[config.mk]
export PLATFORM = sky130hd
export DESIGN_NAME = amot_alert
export DESIGN_NICKNAME = d
export VERILOG_FILES = /design/src/amot_pkg.sv /design/src/amot_alert.sv
export SDC_FILE = /design/constraint.sdc
export NUM_CORES = 1
export LEC_CHECK = 0
export BUFFER_PORTS_ARGS = -buffer_cell sky130_fd_sc_hd__buf_2
export CAP_MARGIN = 10
export CORE_UTILIZATION = 30
export DETAILED_ROUTE_END_ITERATION = 10
export PLACE_DENSITY_LB_ADDON = 0.05
export SYNTH_ARGS = -nofsm -noshare
export SYNTH_HDL_FRONTEND = slang
export SYNTH_SLANG_ARGS = --single-unit
[constraint.sdc]
create_clock -name clk_i -period 8.3 [get_ports clk_i]
set_input_delay 0.415 -clock clk_i [delete_from_list [all_inputs] [get_ports clk_i]]
set_output_delay 0.415 -clock clk_i [all_outputs]
set_load 0.005 [all_outputs]
[src/amot_pkg.sv]
package amot_pkg;
    // register addresses
    localparam logic [7:0] ADDR_STATUS_ONE = 8'h41;
    localparam logic [7:0] ADDR_STATUS_TWO = 8'h42;
    localparam logic [7:0] ADDR_MASK_ONE   = 8'h74;
    localparam logic [7:0] ADDR_MASK_TWO   = 8'h75;
    localparam logic [7:0] ADDR_CFG_THREE  = 8'h78;
    localparam logic [7:0] ADDR_TIMER      = 8'h79;
    localparam logic [7:0] ADDR_LIMIT      = 8'h7a;
    localparam logic [7:0] ADDR_CFG_FOUR   = 8'h7d;

    // values after reset
    localparam logic [7:0] RST_MASK    = 8'h00;
    localparam logic [7:0] RST_CFG     = 8'h00;
    localparam logic [7:0] RST_LIMIT   = 8'h00;
    localparam logic [1:0] RST_PINS    = 2'h3;

    // field positions
    localparam int CFG3_ALERT_SEL   = 0;
    localparam int CFG3_OVERHEAT_EN = 1;
    localparam int CFG3_FULL_SPEED  = 2;
    localparam int S1_SUMMARY       = 7;
    localparam int S2_SHARED        = 5;
    localparam int S2_OVERTEMP      = 1;
    localparam int PIN_MAIN         = 0;
    localparam int PIN_SHARED       = 1;

    localparam logic [7:0] TIMER_FULL = 8'hff;

    // timer resolution
    localparam longint UNIT_TIME_NS    = 22760000;
    localparam longint CLK_PERIOD_NS   = 4;
    localparam int     UNIT_CYCLES     = int'(UNIT_TIME_NS / CLK_PERIOD_NS);

    typedef enum logic [1:0] {
        PIN_TACH     = 2'b00,
        PIN_OVERHEAT = 2'b01,
        PIN_ALERT    = 2'b10,
        PIN_GPIO     = 2'b11
    } amot_pin_mode_e;

    typedef struct packed {
        logic       wr;
        logic       rd;
        logic [7:0] addr;
        logic [7:0] wdata;
    } amot_req_s;
endpackage

[src/amot_alert.sv]
`timescale 1ns/100ps
// Operation
// - out-of-limit sets sticky bit until gone+read
// - alert low while unmasked fault or unread
// - overtemperature indication is live, not sticky
// - mask blocks alert only, status still sets
// - first mask: bit7 second-register summary, others
// - second mask bits gate second status sources
// - mask bit5 follows shared pin function
// - pin10 alert only when selected, default off
// - config four bits1:0 pick shared pin function
// - overheat enable makes main pin overheat input, shared pin too in overheat pin mode
// - overheat disabled: pins ignore overheat function
// - full-speed bit forces fans while overheat low
// - forcing applies only to running fans
// - timer accumulates only during overheat assertion
// - timer saturates at full scale until cleared
// - bit0 on first assertion, then 22.76ms units
// - reading timer clears it
// - read during assertion restarts at one
// - zero limit re-sets shared flag after read
// - summary bit shows any second-register bit
// - timer above limit sets shared flag in overheat pin mode, else status one bit0
module amot_alert #(
    parameter int unsigned UNIT_CYCLES = amot_pkg::UNIT_CYCLES
) (
    input  wire logic                clk_i,
    input  wire logic                reset_i,
    input  wire amot_pkg::amot_req_s reg_req_i,
    output logic [7:0]               reg_rdata_o,
    input  wire logic [6:0]          status_one_fault_i,
    input  wire logic [7:0]          status_two_fault_i,
    input  wire logic                general_io_six_event_i,
    input  wire logic                overheat_signal_pin_i,
    input  wire logic                shared_pin_i,
    input  wire logic                second_pulse_drive_i,
    input  wire logic [3:0]          fan_running_i,
    output logic                     pin10_out_o,
    output logic                     pin10_oe_o,
    output logic                     shared_pin_out_o,
    output logic                     shared_pin_oe_o,
    output logic [3:0]               full_speed_on_overheat_o
);
    localparam int CW = $clog2(UNIT_CYCLES + 1);

    logic [7:0]                 mask_one_q;
    logic [7:0]                 mask_two_q;
    logic [7:0]                 cfg_three_q;
    logic [7:0]                 limit_q;
    amot_pkg::amot_pin_mode_e   pin_mode_q;
    logic [6:0]                 s1_q;
    logic [7:0]                 s2_q;
    logic [1:0]                 sync1_q;
    logic [1:0]                 sync2_q;
    logic [1:0]                 sync3_q;
    logic [1:0]                 pins_q;
    logic [CW-1:0]              unit_cnt_q;
    logic [7:0]                 units_q;
    logic                       seen_q;

    logic       rd_s1;
    logic       rd_s2;
    logic       rd_tmr;
    logic       overheat;
    logic       shared_overheat;
    logic       limit_hit;
    logic [7:0] timer_val;
    logic [6:0] c1;
    logic [7:0] c2;
    logic [7:0] s2_view;
    logic       alert_any;

    function automatic logic is_rd(input amot_pkg::amot_req_s r, input logic [7:0] a);
        return r.rd && (r.addr == a);
    endfunction

    assign rd_s1  = is_rd(reg_req_i, amot_pkg::ADDR_STATUS_ONE);
    assign rd_s2  = is_rd(reg_req_i, amot_pkg::ADDR_STATUS_TWO);
    assign rd_tmr = is_rd(reg_req_i, amot_pkg::ADDR_TIMER);

    // writable registers
    always_ff @(posedge clk_i or posedge reset_i) begin
        if (reset_i) begin
            mask_one_q  <= amot_pkg::RST_MASK;
            mask_two_q  <= amot_pkg::RST_MASK;
            cfg_three_q <= amot_pkg::RST_CFG;
            limit_q     <= amot_pkg::RST_LIMIT;
            pin_mode_q  <= amot_pkg::PIN_TACH;
        end else if (reg_req_i.wr) begin
            unique case (reg_req_i.addr)
                amot_pkg::ADDR_MASK_ONE:  mask_one_q  <= reg_req_i.wdata;
                amot_pkg::ADDR_MASK_TWO:  mask_two_q  <= reg_req_i.wdata;
                amot_pkg::ADDR_CFG_THREE: cfg_three_q <= reg_req_i.wdata;
                amot_pkg::ADDR_LIMIT:     limit_q     <= reg_req_i.wdata;
                amot_pkg::ADDR_CFG_FOUR:  pin_mode_q  <= amot_pkg::amot_pin_mode_e'(reg_req_i.wdata[1:0]);
                default: ;
            endcase
        end
    end

    // pins are asynchronous; a level counts once stages two and three agree
    always_ff @(posedge clk_i or posedge reset_i) begin
        if (reset_i) begin
            sync1_q <= amot_pkg::RST_PINS;
            sync2_q <= amot_pkg::RST_PINS;
            sync3_q <= amot_pkg::RST_PINS;
            pins_q  <= amot_pkg::RST_PINS;
        end else begin
            sync1_q <= {shared_pin_i, overheat_signal_pin_i};
            sync2_q <= sync1_q;
            sync3_q <= sync2_q;
            for (int i = 0; i < 2; i++) begin
                if (sync2_q[i] == sync3_q[i]) begin
                    pins_q[i] <= sync3_q[i];
                end
            end
        end
    end

    // active low inputs; enable bit gates both pins
    assign shared_overheat = (pin_mode_q == amot_pkg::PIN_OVERHEAT);
    assign overheat = cfg_three_q[amot_pkg::CFG3_OVERHEAT_EN]
                      && (!pins_q[amot_pkg::PIN_MAIN]
                          || (shared_overheat && !pins_q[amot_pkg::PIN_SHARED]));

    // assertion timer
    always_ff @(posedge clk_i or posedge reset_i) begin
        if (reset_i) begin
            unit_cnt_q <= '0;
            units_q    <= '0;
            seen_q     <= 1'b0;
        end else if (rd_tmr) begin
            unit_cnt_q <= '0;
            units_q    <= '0;
            seen_q     <= overheat;
        end else if (overheat) begin
            seen_q <= 1'b1;
            if (unit_cnt_q == CW'(UNIT_CYCLES - 1)) begin
                unit_cnt_q <= '0;
                if (units_q != amot_pkg::TIMER_FULL) begin
                    units_q <= units_q + 8'h01;
                end
            end else begin
                unit_cnt_q <= unit_cnt_q + CW'(1);
            end
        end
    end

    // below one full unit the register still shows the first assertion
    assign timer_val = (units_q == 8'h00) ? {7'h00, seen_q} : units_q;
    assign limit_hit = cfg_three_q[amot_pkg::CFG3_OVERHEAT_EN] && (timer_val > limit_q);

    always_comb begin
        c1 = status_one_fault_i;
        if (cfg_three_q[amot_pkg::CFG3_OVERHEAT_EN]) begin
            c1[0] = limit_hit && !shared_overheat;
        end
        c2 = status_two_fault_i;
        unique case (pin_mode_q)
            amot_pkg::PIN_TACH:     c2[amot_pkg::S2_SHARED] = status_two_fault_i[amot_pkg::S2_SHARED];
            amot_pkg::PIN_OVERHEAT: c2[amot_pkg::S2_SHARED] = limit_hit;
            amot_pkg::PIN_ALERT:    c2[amot_pkg::S2_SHARED] = 1'b0;
            amot_pkg::PIN_GPIO:     c2[amot_pkg::S2_SHARED] = general_io_six_event_i;
        endcase
    end

    // sticky status: a fault present in the read cycle keeps its bit
    always_ff @(posedge clk_i or posedge reset_i) begin
        if (reset_i) begin
            s1_q <= '0;
            s2_q <= '0;
        end else begin
            s1_q <= rd_s1 ? c1 : (s1_q | c1);
            s2_q <= rd_s2 ? c2 : (s2_q | c2);
        end
    end

    // overtemperature bit reads the live level
    always_comb begin
        s2_view = s2_q;
        s2_view[amot_pkg::S2_OVERTEMP] = status_two_fault_i[amot_pkg::S2_OVERTEMP];
    end

    assign alert_any = (|(s1_q & ~mask_one_q[6:0]))
                       || (!mask_one_q[amot_pkg::S1_SUMMARY] && (|(s2_view & ~mask_two_q)));

    always_ff @(posedge clk_i or posedge reset_i) begin
        if (reset_i) begin
            pin10_out_o              <= 1'b0;
            pin10_oe_o               <= 1'b0;
            shared_pin_out_o         <= 1'b0;
            shared_pin_oe_o          <= 1'b0;
            full_speed_on_overheat_o <= '0;
        end else begin
            // open drain alert pulls low; otherwise pin10 carries the fan drive
            if (cfg_three_q[amot_pkg::CFG3_ALERT_SEL]) begin
                pin10_out_o <= 1'b0;
                pin10_oe_o  <= alert_any;
            end else begin
                pin10_out_o <= second_pulse_drive_i;
                pin10_oe_o  <= 1'b1;
            end
            shared_pin_out_o <= 1'b0;
            shared_pin_oe_o  <= (pin_mode_q == amot_pkg::PIN_ALERT) && alert_any;
            full_speed_on_overheat_o <= {4{cfg_three_q[amot_pkg::CFG3_FULL_SPEED] && overheat}}
                                        & fan_running_i;
        end
    end

    always_ff @(posedge clk_i or posedge reset_i) begin
        if (reset_i) begin
            reg_rdata_o <= '0;
        end else begin
            unique case (reg_req_i.addr)
                amot_pkg::ADDR_STATUS_ONE: reg_rdata_o <= {|s2_view, s1_q};
                amot_pkg::ADDR_STATUS_TWO: reg_rdata_o <= s2_view;
                amot_pkg::ADDR_MASK_ONE:   reg_rdata_o <= mask_one_q;
                amot_pkg::ADDR_MASK_TWO:   reg_rdata_o <= mask_two_q;
                amot_pkg::ADDR_CFG_THREE:  reg_rdata_o <= cfg_three_q;
                amot_pkg::ADDR_TIMER:      reg_rdata_o <= timer_val;
                amot_pkg::ADDR_LIMIT:      reg_rdata_o <= limit_q;
                amot_pkg::ADDR_CFG_FOUR:   reg_rdata_o <= {6'h00, pin_mode_q};
                default:                   reg_rdata_o <= 8'h00;
            endcase
        end
    end
endmodule // amot_alert

=== After elaboration in Yosys (flattened, before gate mapping) ===
Cells that the tools add are included.

* Output and inout bits: 16
* Bits in registers: 104
* Logic and storage cells: 92
* Bits of input ports: 43

* Order comparisons: 1
* Multiplexer cells: 17
* Eq/ne operators: 15
* Bitwise operators: 7
* Reduce and logical (&&, ||, !) cells: 30
* Add/subtract/negate cells: 2

{| class="wikitable"
|+ Operators with widths
! operator !! number
|-
| 23-bit 2-to-1 mux || 3
|-
| 8-bit by 7-bit == test with 1-bit output, second input constant || 8
|-
| 8-bit case mux with 8 select lines || 1
|-
| 8-bit 2-to-1 mux || 6
|-
| 23-bit by 1-bit adder with 23-bit output, second input constant || 1
|-
| 23-bit == test, second input constant || 1
|-
| 8-bit OR reduction || 2
|-
| 1-bit logical AND || 10
|-
| 2-bit AND reduction || 5
|-
| 8-bit by 1-bit adder with 8-bit output, second input constant || 1
|-
| 8-bit AND || 1
|-
| 8-bit greater-than comparator || 1
|-
| 8-bit logical NOT || 1
|-
| 8-bit inequality test, second input constant || 1
|-
| 8-bit inverter || 1
|-
| 8-bit bitwise OR || 1
|-
| 7-bit AND || 1
|-
| 7-bit 2-to-1 mux || 1
|-
| 7-bit inverter || 1
|-
| 7-bit bitwise OR || 1
|-
| 7-bit OR reduction || 1
|-
| 2-bit nonzero test || 3
|-
| 1-bit 2-to-1 mux || 5
|-
| 4-bit AND || 1
|-
| 8 further kinds || 14
|}

=== Depth between registers and ports, before layout ===
Gate-level depths: netlist of run 1.

* Depth in word-level cells: 8
* Mapped depth: 11
* Gate-level depth less buffers: 11

=== Least setup slack after synthesis of run 1 ===
Ideal clock, no wire load.

* Path type: flip-flop to flip-flop
* From: register units_q[4]
* To: register s2_q[5]
* Clock period less this slack: 1.977 ns
* Setup time: 0.110 ns
* Setup slack: 6.323 ns
* Stages on the path, launching flop included: 12
* Arrival time: 1.866 ns
* Path through: dfrtp_1 clkbuf_1 nor4_1 nand3_1 mux2i_1 ha_1 nor2b_1 o21ai_0 nand2b_1 a21oi_1 o21a_1 o41ai_1

* Word-level cells in the longest chain between the ends: 7

{| class="wikitable"
|+ Ends and longest elaborated chain
! element !! line !! source
|-
| start, declared || amot_alert.sv:58 || <nowiki>logic [7:0] units_q;</nowiki>
|-
| start signal, assigned || amot_alert.sv:141 || <nowiki>units_q <= units_q + 8'h01;</nowiki>
|-
| 8-bit logical NOT || amot_alert.sv:150 || <nowiki>assign timer_val = (units_q == 8'h00) ? {7'h00, seen_q} : units_q;</nowiki>
|-
| 8-bit 2-to-1 mux (*) || amot_alert.sv:150 ||
|-
| 8-bit greater-than comparator (*) || amot_alert.sv:151 || <nowiki>assign limit_hit = cfg_three_q[amot_pkg::CFG3_OVERHEAT_EN] && (timer_val > limit_q);</nowiki>
|-
| 1-bit logical AND (*) || amot_alert.sv:151 ||
|-
| 1-bit case mux with 4 select lines (*) || amot_alert.sv:159 || <nowiki>unique case (pin_mode_q)</nowiki>
|-
| 8-bit bitwise OR || amot_alert.sv:174 || <nowiki>s2_q <= rd_s2 ? c2 : (s2_q | c2);</nowiki>
|-
| 8-bit 2-to-1 mux (*) || amot_alert.sv:174 ||
|-
| end signal, assigned || amot_alert.sv:174 ||
|-
| end, declared || amot_alert.sv:52 || <nowiki>logic [7:0] s2_q;</nowiki>
|}

Every way passes the cells marked *; elsewhere a longest branch is shown, timed or not.
A chain may end at the register's enable or synchronous reset.

=== Final worst setup path of run 1 ===
* From: register pin_mode_q[0]
* To: register units_q[7]

* Word-level cells in the longest chain between the ends: 6

{| class="wikitable"
|+ Ends and longest elaborated chain
! element !! line !! source
|-
| start, declared || amot_alert.sv:50 || <nowiki>amot_pkg::amot_pin_mode_e pin_mode_q;</nowiki>
|-
| start signal, assigned || amot_alert.sv:88 || <nowiki>pin_mode_q <= amot_pkg::PIN_TACH;</nowiki>
|-
| start signal, assigned || amot_alert.sv:95 || <nowiki>amot_pkg::ADDR_CFG_FOUR: pin_mode_q <= amot_pkg::amot_pin_mode_e'(reg_req_i.wdata[1:0]);</nowiki>
|-
| 2-bit by 1-bit == test with 1-bit output || amot_alert.sv:121 || <nowiki>assign shared_overheat = (pin_mode_q == amot_pkg::PIN_OVERHEAT);</nowiki>
|-
| 1-bit logical AND || amot_alert.sv:124 || <nowiki>|| (shared_overheat && !pins_q[amot_pkg::PIN_SHARED]));</nowiki>
|-
| 1-bit logical OR || amot_alert.sv:124 ||
|-
| 1-bit logical AND || amot_alert.sv:123 || <nowiki>&& (!pins_q[amot_pkg::PIN_MAIN]</nowiki>
|-
| 2-bit nonzero test (no line) || -- ||
|-
| 3-bit AND reduction (no line) || -- ||
|}

Every way passes these cells.

==> flow_summary.ini, run 1 <==
[outcome]
status = completed

[clock_tree]
clk_pin_slew_ns = 0.08
clock-sinks = 103
post_cts_resized = 0
cts_tree = built
numCtsBuffers = 9
htree_levels = 3
hold_buffers = 0
postCtsSetupRepairBufs = 0
cts.path.max_buffers = 2
clock_latency_ns = 0.36
root_buffer = clkbuf_16

[floorplanning]
ios = 59
core-area_mm2 = 0.0165
die_area_mm2 = 0.0174
die_x_um = 132
die_h_um = 132
initial_core_util_pct = 30.7
rows = 47

[setup_path]
crit_path_max_fanout = 11
arrival_ns = 2.52
crit_path_end_kind = flop
path_class = reg -> reg
required_ns = 8.51
start_kind = flop

[global_route]
grt_pass1_wl_mm = 22.0
antenna_found_initial = 0
grt_pass1_vias = 3899
gr-total-overflow = 0
grt_max_degree = 69
track_usage_pct = 16.7

[logic_synthesis]
ys_types = 58
synth_seq_area_share_pct = 51.0
syn-num-nets = 532
syn_avg_cell_area_um2 = 10.6
netlist_area_mm2 = 0.00507
synthCells = 478
yosysWarnings = 0
synth_edf_count = 0
ys.flop_type = dfrtp_1
async_flop_share_pct = 100
ys_seq_elements = 103

[job]
drv_cap = 0

[pwr]
p_sw_share_pct = 27.2
p_sw_uw = 292
power_density_mw_per_mm2 = 183
leakage_nw = 2.79
power.total_mw = 1.07
clock_power_share_pct = 39.3
p_seq_share_pct = 51.7
intPower_uw = 780
p_comb_share_pct = 9.0
ir_worst_vdd_v = 0.000104

[sta]
maxSlewViolCount = 0
final.setup_skew_ns = 0.0109
rsz0062_at_grt = no
fin_tns_setup_ns = 0
hold_ws_ns = 0.0697
setup_viol = 0
hold_viol_final = 0
fmax_mhz = 434
fin_ws_ns = 6.00
worstMarginPinSlew_ns = 0.898
period_minus_slack_ns = 2.30
fin_crit_sh_pct = 27.8
relSlewSlack_pct = 39.7

[placed_design]
dp_hpwl_mm = 10.2
dp.cells = 740
post-place-ws_ns = 5.77
place.port_buffers = 57
place_area_mm2 = 0.00556
gp_congestion = 0.848

[final_layout]
layout.cells.non_filler = 756
fin_area_mm2 = 0.00585
area_delta_synth_final_pct = 15.4
insertedDiodeCount = 0
fillCellCount = 1734
final_nets = 585
final_util_pct = 35.4
final_layout_size_suffix_gt1_share_pct = 25.4

[route]
dr.pass1.iters = 4
route.detailed.drc = 0
drt-wirelength-per-cell_um = 18.2
ant_nets = 0
wl_mm = 13.8
vias_per_cell = 4.96
vias = 3746
drt-initial-drc-count = 192

[hold_path]
hp-class = in -> async
## critical path, cell delays in order (launching register included)
cell	delay, ns
dfrtp_1	0.44
nor3b_1	0.38
o21ai_1	0.37
or3_4	0.53
nor3_1	0.24
xnor2_1	0.15
nor2_1	0.05
## power by group through the flow
| stage | sequential [mW] | combinational, mW | clock (mW) |
|---|---|---|---|
| floorplan | 0.553 | 0.0667 | 0 |
| global placement | 0.564 | 0.0970 | 0 |
| detailed placement | 0.564 | 0.0958 | 0 |
| CTS | 0.554 | 0.0977 | 0.436 |
| global route | 0.558 | 0.110 | 0.456 |
| finish | 0.554 | 0.0966 | 0.421 |
## metal layers
layer | global-route usage [%] | up-vias | routed length [µm]
met3 | 3.34 | 16 | 550
li1 | - | 1792 | -
met2 | 25.6 | 82 | 6070
met1 | 23.7 | 1856 | 6940
met4 | 5.30 | 0 | 227
met5 | 0 | - | 0
## cells in the mapped netlist (2+ instances only)
master	n	area, µm²
dfrtp_1	95	2380
nor2_1	47	176
mux2_2	36	405
nand2_1	34	128
inv_1	29	109
nand3_1	24	120
xor2_1	18	158
o21ai_0	17	85.1
a21o_1	15	113
a21oi_1	15	75.1
and3_1	11	68.8
ha_1	11	138
nand4_1	11	68.8
dfstp_2	8	210
clkbuf_1	7	26.3
mux2i_1	7	70.1
o22ai_1	7	43.8
nor2b_1	6	37.5
nor3_1	6	30.0
xnor2_1	6	52.6
a221oi_1	5	43.8
buf_2	5	25.0
a22oi_1	4	30.0
and4b_1	3	30.0
nor4_1	3	18.8
a211oi_2	2	25.0
a222oi_1	2	20.0
a31o_2	2	17.5
and2_1	2	12.5
and4_1	2	17.5
buf_4	2	15.0
maj3_1	2	20.0
nand2b_1	2	12.5
nand3b_1	2	15.0
nand4_2	2	25.0
nor3b_1	2	15.0
nor3b_2	2	25.0
o21a_1	2	15.0
o41ai_1	2	17.5
or3_1	2	12.5
## cells in the final DEF, fill, tap and decap left out, drive strengths merged, types with 3 or more instances in the layout
cell type,Yosys,layout
o22ai,7,7
nand2,35,35
ha,11,11
nor3b,4,4
or3,3,3
o21ai,19,19
nand3,24,24
xnor2,6,6
mux2,36,36
dfstp,8,8
buf,9,58
and3,11,11
nor2b,6,6
and4,3,3
mux2i,7,7
inv,29,32
nor3,7,7
clkbuf,7,9
a21o,15,15
and4b,3,3
nand4,13,13
nor2,47,47
a21oi,16,16
clkinv,0,3
xor2,18,18
a221oi,5,5
dfrtp,95,95
nor4,3,3
a22oi,4,4
## kinds of logic (layout without fill, tap and decap cells)
logic type / after synthesis / in the layout / share of synthesized area, %
AO/OA/AOI/OAI: 79 / 79 / 10.5
XOR/XNOR: 24 / 24 / 4.15
adder cells (fa/ha/maj): 13 / 13 / 3.11
buffers and inverters: 45 / 103 / 3.75
flip-flops: 103 / 103 / 51.0
multiplexers: 43 / 43 / 9.38
other: 1 / 1 / 0.0740
AND/OR/NAND/NOR: 170 / 170 / 18.0
## final timing paths
kind	slack (ns)	cells after the start	end	startpoint
max	6.00	6	units_q[7]	pin_mode_q[0]
min in group clk_i	0.15	1	sync1_q[0]	overheat_signal_pin_i
min	0.07	2	unit_cnt_q[3]	reset_i
max in group asynchronous	7.00	3	pin10_out_o	reset_i
max reg2reg	6.00	6	units_q[7]	pin_mode_q[0]
min reg2reg	0.36	0	sync2_q[0]	sync1_q[0]
## registers in the layout, summed over array words and instances (netlist names), 4 cells and up
register and cells:
unit_cnt_q 23, s1_q 7, mask_two_q 8, limit_q 8, units_q 8, s2_q 7, cfg_three_q 8, reg_rdata_o 8
full_speed_on_overheat_o 4, mask_one_q 8
## area by class of cell
| type | instances | area (µm²) | share of cell area (%) |
|---|---|---|---|
| clock buffers | 9 | 225 | 3.85 |
| clock inverters | 7 | 66.3 | 1.13 |
| inverters | 29 | 111 | 1.90 |
| multi-input cells | 330 | 2290 | 39.2 |
| flip-flops and latches | 103 | 2590 | 44.2 |
| well taps | 220 | 275 | 4.70 |
| repair buffers | 58 | 293 | 5.00 |
Note: power is estimated with default switching activity, not from simulation.
==> inputs of run 2 (changes only) <==
Clock period 8.3 ns to 2.2 ns, I/O delays scaled along.
==> flow_summary.ini, run 2 (synthesis results as in run 1) <==
[global_route]
grt_max_degree = 104
grt_pass1_wl_mm = 22.8
grt_pass1_vias = 4128
antenna_found_initial = 0
track_usage_pct = 17.3
gr-total-overflow = 0

[outcome]
status = completed

[setup_path]
r2r_start = units_q[0]
crit_path_max_fanout = 4
r2r_end = s1_q[0]
required_ns = 2.44
worstRegToRegCells = 11
path_class = reg -> reg
start_kind = flop
crit_path_end_kind = flop
rrSetupSlack_ns = 0.17
arrival_ns = 2.27

[placed_design]
dp_hpwl_mm = 10.3
gp_congestion = 0.824
place.port_buffers = 57

[pwr]
power.total_mw = 4.21
power_density_mw_per_mm2 = 665
ir_worst_vdd_v = 0.000376
leakage_nw = 3.01

[route]
vias_per_cell = 4.91
ant_nets = 0
drt-initial-drc-count = 264
wl_mm = 14.2
dr.pass1.iters = 5
drt-wirelength-per-cell_um = 17.6
vias = 3949
route.detailed.drc = 0

[sta]
fin_crit_sh_pct = 92.3
fmax_mhz = 493
final.setup_skew_ns = 0.00888
hold_viol_final = 0
fin_tns_setup_ns = 0
period_minus_slack_ns = 2.03
worstMarginPinSlew_ns = 0.555
maxSlewViolCount = 0
setup_viol = 0
relSlewSlack_pct = 63.0

[final_layout]
final_common_cell = dfrtp_1
final_nets = 634
regMostFlops = unit_cnt_q
seq_area_mm2 = 0.00259
final_layout_size_suffix_gt1_share_pct = 28.5
multiInputGateArea_mm2 = 0.00230
area_delta_synth_final_pct = 24.9
insertedDiodeCount = 0
largest_register_ff_count = 23
fillCellCount = 1632
final_cell_mix = 94 x dfrtp_1, 57 x buf_2, 47 x nor2_1

[hold_path]
worstHoldStart = reg_req_i[5]
hp-class = in -> reg
hold_depth = 2
whs_endpoint = limit_q[5]

[clock_tree]
clock_latency_ns = 0.36
numCtsBuffers = 9
htree_levels = 3
clock-sinks = 103
clk_pin_slew_ns = 0.07
cts.path.max_buffers = 2
root_buffer = clkbuf_16
cts_tree = built

[floorplanning]
core-area_mm2 = 0.0165
rows = 47
initial_core_util_pct = 30.7
die_x_um = 132
die_area_mm2 = 0.0174
ios = 59
die_h_um = 132

[job]
drv_cap = 0
-- run 2: cell count changes in the layout (fill, tap and decap cells not counted), moves of 2 or more --
cell           previous run  this run
buf_4                     1        27
dlygate4sd3_1             0        21
buf_12                    0         2
clkinvlp_4                1         3
inv_8                     1         3
-- run 2: final cells by class --
cell class | count | area share (%)
Clock buffer | 9 | 3.56
Sequential cell | 103 | 40.9
Multi-Input combinational cell | 330 | 36.4
Timing Repair Buffer | 107 | 11.7
Inverter | 29 | 1.78
Clock inverter | 7 | 1.38
Tap cell | 220 | 4.35
-- run 2: critical path, cell delays in order (launching register included) --
cell	delay (ns)
dfrtp_1	0.40
inv_1	0.09
ha_1	0.21
nand3_1	0.13
mux2i_2	0.25
ha_1	0.17
nor2b_1	0.04
o21ai_0	0.15
nand2b_1	0.07
a21oi_1	0.13
o21a_1	0.17
o21ai_0	0.10
-- run 2: worst max path at each step --
| stage | start | end | depth (start not counted) |
|---|---|---|---|
| 6_report | units_q[0] | s1_q[0] | 11 |
| 5_1_grt | units_q[0] | s1_q[0] | 11 |
| 4_1_cts | units_q[1] | s1_q[0] | 11 |
| 3_5_place_dp | units_q[4] | s2_q[5] | 10 |
| 3_3_place_gp | pins_q[1] | unit_cnt_q[22] | 8 |
| 2_1_floorplan | units_q[4] | s2_q[5] | 11 |
-- run 2: repair_timing --
action / in CTS / in global routing
gates resized for setup: 0 / 3
hold endpoints to repair: 115 / 0
hold buffers: 21 / 0
buffers inserted: 0 / 2
endpoints found under the setup margin: 0 / 2
-- run 2: stage by stage --
| step | cell area (µm²) | utilization [%] | setup slack (ns) | hold WS, ns | cells |
|---|---|---|---|---|---|
| 2_1_floorplan | 5070 | - | 0.223 | 0.114 | 478 |
| 5_1_grt | 6330 | 38.3 | -0.0116 | 0.0274 | 805 |
| 4_1_cts | 6300 | 38.1 | 0.169 | 0.0182 | 803 |
| 6_report | 6330 | 38.3 | 0.170 | 0.0338 | 805 |
| 3_3_place_gp | 5780 | 35.0 | 0.153 | 0.215 | 766 |
| 3_5_place_dp | 5780 | 35.0 | 0.195 | 0.218 | 766 |
-- run 2: report_power, final --
part	internal, mW	switching [mW]	total [mW]
Sequential	1.99	0.0804	2.07
Combinational	0.208	0.238	0.446
Clock	0.911	0.785	1.70
-- run 2: routing by layer --
layer	up-vias	wire length (µm)	GRT usage, %
met5	-	0	0
met4	0	143	5.10
met3	9	787	4.38
met2	112	6480	27.3
met1	1933	6760	23.3
li1	1895	-	-
==> inputs of run 3 (changes only) <==
Clock period 2.2 ns to 2.6 ns, I/O delays scaled along.
==> flow_summary.ini, run 3 (synthesis results as in run 1) <==
[pwr]
ir_worst_vdd_v = 0.000304
power_density_mw_per_mm2 = 559
leakage_nw = 2.92

[sta]
fin_crit_sh_pct = 85.3
final.setup_skew_ns = 0.00880
maxSlewViolCount = 0
fin_tns_setup_ns = 0
relSlewSlack_pct = 50.8
hold_viol_final = 0
worstMarginPinSlew_ns = 0.737
setup_viol = 0
rsz0062_at_grt = no
period_minus_slack_ns = 2.22
fmax_mhz = 451

[route]
dr.pass1.iters = 6
vias_per_cell = 4.98
vias = 3915
wl_mm = 13.9
drt-wirelength-per-cell_um = 17.7
route.detailed.drc = 0
drt-initial-drc-count = 195
ant_nets = 0

[setup_path]
slowest_stage = dfrtp_1
start_kind = flop
arrival_ns = 2.46
crit_path_end_kind = flop
crit_start = units_q[4]
crit_chain = nor4_1 -> nand3_1 -> mux2i_1 -> ha_1 -> nor2b_1 -> o21ai_0 -> nand2b_1 -> a21oi_1 -> o21a_1 -> o41ai_1
slowest_delay_ns = 0.49
cp_top_family = simple AND/OR/NAND/NOR gates
rrSetupSlack_ns = 0.38
crit_path_max_fanout = 7
critPathBufInv = 0
r2r_start = units_q[4]
path_class = reg -> reg
required_ns = 2.84

[floorplanning]
core-area_mm2 = 0.0165
initial_core_util_pct = 30.7
rows = 47
die_x_um = 132
ios = 59
die_area_mm2 = 0.0174
die_h_um = 132

[placed_design]
gp_congestion = 0.818
place_area_mm2 = 0.00566
dp_hpwl_mm = 10.2
place.port_buffers = 57

[final_layout]
area_delta_synth_final_pct = 21.0
fillCellCount = 1691
largest_register_ff_count = 23
final_layout_size_suffix_gt1_share_pct = 26.0
final_nets = 615
insertedDiodeCount = 0
final_common_cell = dfrtp_1
regMostFlops = unit_cnt_q
fin_area_mm2 = 0.00613
final_cell_mix = 95 x dfrtp_1, 57 x buf_2, 47 x nor2_1

[clock_tree]
cts.path.max_buffers = 2
clock_latency_ns = 0.35
post_cts_resized = 0
htree_levels = 3
hold_buffers = 19
clk_pin_slew_ns = 0.07
numCtsBuffers = 9
postCtsSetupRepairBufs = 0
clock-sinks = 103
cts_tree = built
root_buffer = clkbuf_16

[global_route]
antenna_found_initial = 0
gr-total-overflow = 0
grt_pass1_wl_mm = 22.6
grt_pass1_vias = 3986
track_usage_pct = 17.1
grt_max_degree = 104

[hold_path]
worstHoldStart = fan_running_i[2]
hp-class = in -> reg

[outcome]
status = completed

[job]
drv_cap = 0
run 3: cell count changes in the layout (fill, tap and decap cells not counted), sizes merged:
cell         change
clkinv           +2
dlygate4sd3      -2
clkinvlp         -1
bufinv           -1
buf             -17
run 3: where the power goes:
group	internal [mW]	total, mW	switching, mW	leakage (nW)
clock network	0.671	1.32	0.653	0.139
logic	0.162	0.346	0.184	1.51
registers	1.68	1.76	0.0785	1.27
run 3: area by class of cell:
cell class | count | area, µm² | area share (%)
Inverter | 29 | 113 | 1.84
Multi-Input combinational cell | 330 | 2290 | 37.4
Clock buffer | 9 | 225 | 3.67
Sequential cell | 103 | 2590 | 42.2
Timing Repair Buffer | 88 | 578 | 9.42
Clock inverter | 7 | 62.6 | 1.02
Tap cell | 220 | 275 | 4.49
run 3: path summary, 6_finish.rpt:
path,end,depth (start not counted)
setup / recovery,s2_q[5],10
hold / removal,full_speed_on_overheat_o[2],2
setup reg to reg,s2_q[5],10
hold reg to reg,sync2_q[0],0
max in group asynchronous,limit_q[3],4
min in group asynchronous,reg_rdata_o[7],4
run 3: through the flow:
| step | total power [mW] | util [%] | setup WS [ns] | hold slack (ns) | cells |
|---|---|---|---|---|---|
| 2_1_floorplan | 1.98 | - | 0.623 | 0.134 | 478 |
| 3_3_place_gp | 2.12 | 34.2 | 0.353 | 0.239 | 751 |
| 3_5_place_dp | 2.12 | 34.2 | 0.396 | 0.238 | 751 |
| 4_1_cts | 3.50 | 37.1 | 0.360 | 0.000468 | 786 |
| 5_1_grt | 3.61 | 37.1 | 0.188 | 0.0218 | 786 |
| 6_report | 3.43 | 37.1 | 0.382 | 0.0310 | 786 |
run 3: per-layer routing:
metal | track usage [%] | part of all wire (%) | vias up
met1 | 24.1 | 49 | 1941
met3 | 3.77 | 4.7 | 15
met4 | 5.36 | 1.6 | 0
met2 | 25.9 | 44 | 104
li1 | - | - | 1855
met5 | 0 | 0 | -
